$ cat src/rtl/fbc_pkg.sv
// Constants, register map and field layout for the four-bit synchronous counter.
package fbc_pkg;

	// Counter geometry.
	localparam int unsigned COUNT_W = 4;
	localparam logic [COUNT_W-1:0] COUNT_ZERO = 4'h0;
	localparam logic [COUNT_W-1:0] COUNT_ONE = 4'h1;
	localparam logic [COUNT_W-1:0] COUNT_TERMINAL = 4'hf;

	// Wrap tally width and step.
	localparam int unsigned WRAP_W = 16;
	localparam logic [WRAP_W-1:0] WRAP_ZERO = 16'h0000;
	localparam logic [WRAP_W-1:0] WRAP_ONE = 16'h0001;

	// APB geometry.
	localparam int unsigned ADDR_W = 12;
	localparam int unsigned DATA_W = 32;
	localparam logic [DATA_W-1:0] DATA_ZERO = 32'h0000_0000;

	// Register byte offsets.
	localparam logic [ADDR_W-1:0] OFS_STATUS = 12'h000;
	localparam logic [ADDR_W-1:0] OFS_CTRL = 12'h004;
	localparam logic [ADDR_W-1:0] OFS_PRESET = 12'h008;
	localparam logic [ADDR_W-1:0] OFS_WRAPS = 12'h00c;

	// STATUS fields.
	localparam int unsigned ST_COUNT_LSB = 0;
	localparam int unsigned ST_CARRY_BIT = 4;
	localparam int unsigned ST_PEN_BIT = 5;
	localparam int unsigned ST_TEN_BIT = 6;
	localparam int unsigned ST_LOADN_BIT = 7;

	// CTRL fields.
	localparam int unsigned CT_GATE_BIT = 0;
	localparam int unsigned CT_LOAD_BIT = 1;
	localparam int unsigned CT_TALLY_CLR_BIT = 2;
	localparam logic CT_GATE_RESET = 1'b1;

	// PRESET reset value.
	localparam logic [COUNT_W-1:0] PRESET_RESET = 4'h0;

	// Operation selected at a clock edge.
	typedef enum logic [1:0] {
		FBC_OP_HOLD,
		FBC_OP_LOAD,
		FBC_OP_COUNT
	} fbc_op_t;

	// APB slave phases.
	typedef enum logic [1:0] {
		FBC_BUS_IDLE,
		FBC_BUS_WAIT,
		FBC_BUS_DONE
	} fbc_bus_t;

endpackage : fbc_pkg

$ cat src/rtl/fbc_count_core.sv
// Four-bit presettable count register with asynchronous clear.
`timescale 1ns/10ps
module fbc_count_core
(
	// Clock and resets.
	input wire logic clk_i,
	input wire logic nrst_i,
	input wire logic async_zero_reset_n_i,
	// Operation for this edge.
	input wire fbc_pkg::fbc_op_t op_i,
	input wire logic [fbc_pkg::COUNT_W-1:0] load_value_i,
	// State.
	output logic [fbc_pkg::COUNT_W-1:0] count_o,
	output logic wrap_o
);

	logic [fbc_pkg::COUNT_W-1:0] next_count;
	logic next_wrap;

	// Next-state decode; the adder is a full-width sum, so every bit settles together.
	always_comb
	begin
		next_count = count_o;
		next_wrap = 1'b0;
		case (op_i)
			fbc_pkg::FBC_OP_LOAD: next_count = load_value_i;
			fbc_pkg::FBC_OP_COUNT:
			begin
				next_count = count_o + fbc_pkg::COUNT_ONE;
				next_wrap = (count_o == fbc_pkg::COUNT_TERMINAL);
			end
			fbc_pkg::FBC_OP_HOLD: next_count = count_o;
			default: next_count = count_o;
		endcase
	end

	// One register for all four bits on one clock; clear acts without the clock.
	always_ff @(posedge clk_i or negedge async_zero_reset_n_i)
	begin
		if (!async_zero_reset_n_i)
		begin
			count_o <= fbc_pkg::COUNT_ZERO;
			wrap_o <= 1'b0;
		end
		else if (!nrst_i)
		begin
			count_o <= fbc_pkg::COUNT_ZERO;
			wrap_o <= 1'b0;
		end
		else
		begin
			count_o <= next_count;
			wrap_o <= next_wrap;
		end
	end

endmodule : fbc_count_core

$ cat src/rtl/fbc_wrap_tally.sv
// Saturating tally of counter wraps from fifteen to zero.
`timescale 1ns/10ps
module fbc_wrap_tally
(
	// Clock and reset.
	input wire logic clk_i,
	input wire logic nrst_i,
	// Events.
	input wire logic wrap_i,
	input wire logic clear_i,
	// Tally.
	output logic [fbc_pkg::WRAP_W-1:0] tally_o
);

	// Saturate rather than roll over so software never misreads a huge run as a few.
	// A wrap in the clearing cycle wins and is counted as the first of the new run.
	always_ff @(posedge clk_i)
	begin
		if (!nrst_i)
			tally_o <= fbc_pkg::WRAP_ZERO;
		else if (clear_i && wrap_i)
			tally_o <= fbc_pkg::WRAP_ONE;
		else if (clear_i)
			tally_o <= fbc_pkg::WRAP_ZERO;
		else if (wrap_i && (tally_o != '1))
			tally_o <= tally_o + fbc_pkg::WRAP_ONE;
	end

endmodule : fbc_wrap_tally

$ cat src/rtl/fbc_counter_top.sv
// Top of the four-bit synchronous counter with its APB register slave.
//
// The register addresses and the APB interface to the registers were left to the implementer.
`timescale 1ns/10ps
module fbc_counter_top
(
	// Clock and bus reset.
	input wire logic clk_i,
	input wire logic nrst_i,
	// Counter control pins.
	input wire logic async_zero_reset_n_i,
	input wire logic load_n_i,
	input wire logic parallel_count_enable_i,
	input wire logic trickle_count_enable_i,
	input wire logic [3:0] data_i,
	// Counter outputs.
	output logic count_out_bit0_o,
	output logic count_out_bit1_o,
	output logic count_out_bit2_o,
	output logic count_out_bit3_o,
	output logic ripple_carry_out_o,
	// APB slave.
	input wire logic psel_i,
	input wire logic penable_i,
	input wire logic pwrite_i,
	input wire logic [fbc_pkg::ADDR_W-1:0] paddr_i,
	input wire logic [fbc_pkg::DATA_W-1:0] pwdata_i,
	output logic [fbc_pkg::DATA_W-1:0] prdata_o,
	output logic pready_o,
	output logic pslverr_o
);

	// Address decode shared by the read and write paths.
	function automatic logic fbc_is_mapped(input logic [fbc_pkg::ADDR_W-1:0] addr);
		fbc_is_mapped = (addr == fbc_pkg::OFS_STATUS) || (addr == fbc_pkg::OFS_CTRL) ||
			(addr == fbc_pkg::OFS_PRESET) || (addr == fbc_pkg::OFS_WRAPS);
	endfunction : fbc_is_mapped

	// The writable registers, CTRL and PRESET, refuse nothing; STATUS and WRAPS are read only.
	function automatic logic fbc_is_writable(input logic [fbc_pkg::ADDR_W-1:0] addr);
		fbc_is_writable = (addr == fbc_pkg::OFS_CTRL) || (addr == fbc_pkg::OFS_PRESET);
	endfunction : fbc_is_writable

	// Software state.
	logic count_gate;
	logic sw_load;
	logic [fbc_pkg::COUNT_W-1:0] preset_value;
	logic tally_clear;

	// Counter state.
	logic [fbc_pkg::COUNT_W-1:0] count;
	logic wrap;
	logic [fbc_pkg::WRAP_W-1:0] tally;
	fbc_pkg::fbc_op_t op;
	logic [fbc_pkg::COUNT_W-1:0] load_value;

	// Bus state.
	fbc_pkg::fbc_bus_t bus_state;
	logic bus_write;
	logic bus_take;

	// Operation select: load first, then count, else hold.
	// Only the level present at the sampling edge matters, so enables may
	// toggle freely between edges without any effect on the count.
	always_comb
	begin
		op = fbc_pkg::FBC_OP_HOLD;
		load_value = data_i;
		if (!load_n_i)
		begin
			op = fbc_pkg::FBC_OP_LOAD;
			load_value = data_i;
		end
		else if (sw_load)
		begin
			op = fbc_pkg::FBC_OP_LOAD;
			load_value = preset_value;
		end
		else if (parallel_count_enable_i && trickle_count_enable_i && count_gate)
			op = fbc_pkg::FBC_OP_COUNT;
	end

	// Count register.
	fbc_count_core u_core
	(
		.clk_i(clk_i),
		.nrst_i(nrst_i),
		.async_zero_reset_n_i(async_zero_reset_n_i),
		.op_i(op),
		.load_value_i(load_value),
		.count_o(count),
		.wrap_o(wrap)
	);

	// Wrap tally read through WRAPS.
	fbc_wrap_tally u_tally
	(
		.clk_i(clk_i),
		.nrst_i(nrst_i),
		.wrap_i(wrap),
		.clear_i(tally_clear),
		.tally_o(tally)
	);

	// Count bits leave straight from the count register, one bit to a pin.
	assign count_out_bit0_o = count[0];
	assign count_out_bit1_o = count[1];
	assign count_out_bit2_o = count[2];
	assign count_out_bit3_o = count[3];

	// The carry must follow the trickle enable without waiting for a clock, so
	// cascaded stages see it in the same cycle; that makes it a gate, not a flop,
	// and a glitch is possible while the count settles.
	assign ripple_carry_out_o = (count == fbc_pkg::COUNT_TERMINAL) && trickle_count_enable_i;

	// A request is taken in the first access cycle; the answer follows one cycle later.
	assign bus_take = psel_i && penable_i && (bus_state == fbc_pkg::FBC_BUS_IDLE);
	assign bus_write = psel_i && penable_i && pready_o && pwrite_i && !pslverr_o;

	// Bus phase tracker.
	always_ff @(posedge clk_i)
	begin
		if (!nrst_i)
			bus_state <= fbc_pkg::FBC_BUS_IDLE;
		else
		begin
			case (bus_state)
				fbc_pkg::FBC_BUS_IDLE:
					if (bus_take)
						bus_state <= fbc_pkg::FBC_BUS_WAIT;
				fbc_pkg::FBC_BUS_WAIT: bus_state <= fbc_pkg::FBC_BUS_DONE;
				fbc_pkg::FBC_BUS_DONE: bus_state <= fbc_pkg::FBC_BUS_IDLE;
				default: bus_state <= fbc_pkg::FBC_BUS_IDLE;
			endcase
		end
	end

	// Ready and error: high for exactly one cycle, the second access cycle.
	always_ff @(posedge clk_i)
	begin
		if (!nrst_i)
		begin
			pready_o <= 1'b0;
			pslverr_o <= 1'b0;
		end
		else
		begin
			pready_o <= bus_take;
			pslverr_o <= bus_take && (!fbc_is_mapped(paddr_i) ||
				(pwrite_i && !fbc_is_writable(paddr_i)));
		end
	end

	// Read data is snapshotted when the request is taken, so the word stays still
	// for the whole answer cycle even though the count may move meanwhile.
	always_ff @(posedge clk_i)
	begin
		if (!nrst_i)
			prdata_o <= fbc_pkg::DATA_ZERO;
		else if (bus_take && !pwrite_i)
		begin
			prdata_o <= fbc_pkg::DATA_ZERO;
			case (paddr_i)
				fbc_pkg::OFS_STATUS:
				begin
					prdata_o[fbc_pkg::ST_COUNT_LSB +: fbc_pkg::COUNT_W] <= count;
					prdata_o[fbc_pkg::ST_CARRY_BIT] <= ripple_carry_out_o;
					prdata_o[fbc_pkg::ST_PEN_BIT] <= parallel_count_enable_i;
					prdata_o[fbc_pkg::ST_TEN_BIT] <= trickle_count_enable_i;
					prdata_o[fbc_pkg::ST_LOADN_BIT] <= load_n_i;
				end
				fbc_pkg::OFS_CTRL:
					prdata_o[fbc_pkg::CT_GATE_BIT] <= count_gate;
				fbc_pkg::OFS_PRESET:
					prdata_o[fbc_pkg::COUNT_W-1:0] <= preset_value;
				fbc_pkg::OFS_WRAPS:
					prdata_o[fbc_pkg::WRAP_W-1:0] <= tally;
				default: prdata_o <= fbc_pkg::DATA_ZERO;
			endcase
		end
		else if (bus_take)
			prdata_o <= fbc_pkg::DATA_ZERO;
	end

	// Count gate: software may freeze counting without touching the enable pins.
	// It gates only the parallel path, so the carry to later stages is unaffected.
	always_ff @(posedge clk_i)
	begin
		if (!nrst_i)
			count_gate <= fbc_pkg::CT_GATE_RESET;
		else if (bus_write && (paddr_i == fbc_pkg::OFS_CTRL))
			count_gate <= pwdata_i[fbc_pkg::CT_GATE_BIT];
	end

	// Software load and tally clear are one-cycle strobes from CTRL writes.
	always_ff @(posedge clk_i)
	begin
		if (!nrst_i)
		begin
			sw_load <= 1'b0;
			tally_clear <= 1'b0;
		end
		else
		begin
			sw_load <= bus_write && (paddr_i == fbc_pkg::OFS_CTRL) &&
				pwdata_i[fbc_pkg::CT_LOAD_BIT];
			tally_clear <= bus_write && (paddr_i == fbc_pkg::OFS_CTRL) &&
				pwdata_i[fbc_pkg::CT_TALLY_CLR_BIT];
		end
	end

	// Preset value used by a software load; any of the sixteen values is allowed.
	always_ff @(posedge clk_i)
	begin
		if (!nrst_i)
			preset_value <= fbc_pkg::PRESET_RESET;
		else if (bus_write && (paddr_i == fbc_pkg::OFS_PRESET))
			preset_value <= pwdata_i[fbc_pkg::COUNT_W-1:0];
	end

endmodule : fbc_counter_top

$ cat config.mk
export PLATFORM = sky130hd
export DESIGN_NAME = fbc_counter_top
export DESIGN_NICKNAME = d
export VERILOG_FILES = /design/src/rtl/fbc_pkg.sv /design/src/rtl/fbc_count_core.sv /design/src/rtl/fbc_wrap_tally.sv /design/src/rtl/fbc_counter_top.sv
export SDC_FILE = /design/constraint.sdc
export NUM_CORES = 1
export LEC_CHECK = 0
export BUFFER_PORTS_ARGS = -buffer_cell sky130_fd_sc_hd__buf_2
export CAP_MARGIN = 5
export CORE_MARGIN = 5
export CORE_UTILIZATION = 50
export CTS_BUF_LIST = sky130_fd_sc_hd__clkbuf_4 sky130_fd_sc_hd__clkbuf_8
export DETAILED_ROUTE_END_ITERATION = 10
export HOLD_SLACK_MARGIN = 0.15
export MAX_ROUTING_LAYER = met4
export PLACE_DENSITY = 0.86
export SLEW_MARGIN = 20
export SYNTH_ARGS = -nofsm -noshare
export SYNTH_HDL_FRONTEND = slang
export SYNTH_SLANG_ARGS = --single-unit
$ cat constraint.sdc
create_clock -name clk_i -period 2.04 [get_ports clk_i]
set_clock_uncertainty 0.2 [all_clocks]
set_input_delay 0 -clock clk_i [delete_from_list [all_inputs] [get_ports clk_i]]
set_output_delay 0 -clock clk_i [all_outputs]
set_load 0.02 [all_outputs]
==> out/results.txt <==
status: finished, final reports clean
Max Clk Rate: 506 MHz
cell family with the largest share of critical-path delay: simple AND/OR/NAND/NOR gates
row cnt: 25
largest net degree at the start of global routing: 26
final worst path period share: 96.8%
Synth-to-Final Area Change: 26.4%
total number of vias: 2416
fin nets: 409
CTS buffer count: 5
P_leak: 1.35 nW
Main synth FF type: dfxtp_1
minimum clock period: 1.98 ns
Comb power frac: 11.3%
Slew Limit Fails: 0
wl on met1: 2.77 mm
Final ANT Viol Nets: 0
die footprint: 6380 µm²
final setup violation count: 0
Max Root-Sink Buffers: 2
syn_area_per_cell: 8.85 µm²
via density per instance: 5.78
Async SR Flop Fraction: 10.4%
critical path's slowest cell: or4bb_2
Final HPWL DP: 4.42 mm
switching power: 475 µW
Reg area: 986 µm²
dpl ws: 0.0613 ns
Hold/Removal Path Class: input port to flop
Worst Setup Path Type: input port to flop
H-tree level count: 2
Cell Area, Synth: 2440 µm²
Port Buffers: 51
VDD IR-drop max: 399 µV
Switching Fraction: 25.4%
wire per inst: 16.2 µm
crit start category: input port
pwr/cell area: 605 nW/µm²
share of cells above drive strength 1: 24.2%
CTS Root Cell: clkbuf_8
CP Buf/Inv Count: 3
number of synthesized flops with an enable pin: 0
Synth Instances: 276
Starting Density: 51.7%
fillcell total: 357
Worst Path Required: 2.08 ns
final non-filler cell area: 3090 µm²
die height: 79.9 µm
Top Metal Used: met4
max_cap viols: 0
CP cell instances: buf_2, or4bb_2, nor4_4, buf_4, dlygate4sd3_1, nand3_1, a21oi_1
Sequential Power Share: 51.4%
drt initial violations: 161
met3 routed WL: 561 µm
commonest cells after routing, fill and taps aside: buf_2, dfxtp_1, dlygate4sd3_1, a21oi_1
vias in the first global route: 2292
area taken by multi-input logic gates: 1330 µm²
clock-pin slew on the worst setup and hold paths: 0.09 ns
worst slew pin tran: 0.619 ns
met2 routed WL: 3.22 mm
initial antenna violation count: 0
IO Count: 96
GRT Util Overall: 22.8%
Int Pwr: 1.39 mW
Final WS setup: 0.0647 ns
gr ovfl total: 0
Seq/Total Area, Yosys: 40.4%
CTS tree: done
gpl congestion: 0.929
top cell type's share of synthesized area: 35.2%
Slew headroom: 58.6%
number of synthesized register bits: 48
final hold violations: 0
worst-skew pair later-pin latency: 0.31 ns
setup TNS: 0 ns
Crit Path Max Fanout: 3
commonest non-fill, non-tap cell in the layout: buf_2
post-synthesis cell type count: 55
Core Footprint: 4720 µm²
ANT cells: 0
Pre-antenna DRT Iters: 4
Synth area leader: dfxtp_1
CP endpoint kind: flop
Clock Sinks: 48
DP Area: 2720 µm²
# DRC: 0
die width: 79.9 µm
ranking of synthesized cells by area: dfxtp_1, dfrtp_1, buf_4
first-pass GRT wire length: 11.1 mm
critical path arrival: 2.02 ns
yosys warns: 0
clock share of power: 37.3%
Routed WL: 6.79 mm
Crit path largest cell delay: 0.68 ns
metal layers:
layer  GRT usage, %  vias to the layer above
li1               -                     1153
met1           27.5                     1118
met2           36.2                      121
met3           4.40                       24
met4           11.5                        0
met5              -                        -
cells by family (layout without fill, tap and decap cells):
family,Yosys count,in the layout,share of synthesized area (%)
mux,11,11,5.38
compound gates,70,70,19.1
flops,48,48,40.4
simple gates,108,108,25.9
fa+ha+maj,2,2,1.02
buf+inv,36,96,8.15
other cells,1,16,0.154
state kept, by name, indices dropped and copies added (netlist names):
signal           flops
bus_state            2
count_gate           1
prdata_o            16
pready_o             1
preset_value         4
pslverr_o            1
sw_load              1
tally_clear          1
u_core.count_o       4
u_core.wrap_o        1
u_tally.tally_o     16
layout make-up:
class	instances	share of cell area (%)
multi-input cells	207	43.0
flip-flops and latches	48	31.9
repair buffers	84	18.2
well taps	67	2.71
clock buffers	5	2.23
clock inverters	3	1.38
inverters	4	0.486
Yosys cell counts (4+ instances only):
| cell type | number |
|---|---|
| nand3_1 | 18 |
| buf_4 | 16 |
| and4_1 | 5 |
| nor4_1 | 4 |
| dfrtp_1 | 5 |
| mux2_2 | 7 |
| o21ai_0 | 11 |
| nor3_1 | 4 |
| a21oi_1 | 19 |
| a31oi_1 | 6 |
| nor2_1 | 17 |
| a22o_1 | 7 |
| and3_1 | 9 |
| or4_1 | 5 |
| clkbuf_1 | 12 |
| nand2_1 | 18 |
| nand4_1 | 4 |
| nand2b_1 | 5 |
| a22oi_1 | 8 |
| dfxtp_1 | 43 |
through the flow:
| stage | utilization, % | std cells | total power [mW] | hold WS [ns] |
|---|---|---|---|---|
| 2_1_floorplan | - | 291 | 1.11 | -0.496 |
| 3_3_place_gp | 57.6 | 386 | 1.14 | -0.374 |
| 3_5_place_dp | 57.6 | 386 | 1.15 | -0.372 |
| 4_1_cts | 64.8 | 417 | 1.86 | 0.100 |
| 5_1_grt | 65.4 | 418 | 1.93 | 0.173 |
| 6_report | 65.4 | 418 | 1.87 | 0.138 |
what timing repair did:
action	in CTS	in global routing
buffers inserted	0	0
hold endpoints to repair	44	2
setup endpoints to repair	0	4
resized for setup	0	2
hold buffers	23	2
path summary, 6_finish.rpt:
| check | startpoint | endpoint | slack, ns | cells after the start |
|---|---|---|---|---|
| setup / recovery | paddr_i[11] | preset_value[2]$_SDFFE_PN0P_ | 0.06 | 7 |
| hold / removal | paddr_i[4] | prdata_o[9]$_SDFFE_PN0P_ | 0.14 | 6 |
| setup reg to reg | pslverr_o$_SDFF_PN0_ | preset_value[2]$_SDFFE_PN0P_ | 0.08 | 6 |
| hold reg to reg | bus_state[1]$_SDFFE_PN0P_ | bus_state[1]$_SDFFE_PN0P_ | 0.22 | 1 |
| max in group asynchronous | async_zero_reset_n_i | u_core.count_o[3]$_DFFE_PN0P_ | 0.95 | 3 |
| min in group asynchronous | async_zero_reset_n_i | u_core.count_o[2]$_DFFE_PN0P_ | 0.46 | 3 |
power by group through the flow:
stage	Sequential, mW	Combinational [mW]	Clock (mW)
3_5_place_dp	0.980	0.170	0
3_3_place_gp	0.979	0.166	0
4_1_cts	0.958	0.199	0.699
5_1_grt	0.961	0.227	0.743
6_report	0.960	0.210	0.697
2_1_floorplan	0.987	0.124	0
worst register-to-register path: stages, from the launching register on:
cell and delay [ns]:
dfxtp_1 0.32, nand3b_1 0.22, nor4_4 0.18, buf_4 0.16, dlygate4sd3_1 0.58, nand3_1 0.09
a21oi_1 0.15
(Power assumes the default switching activity.)
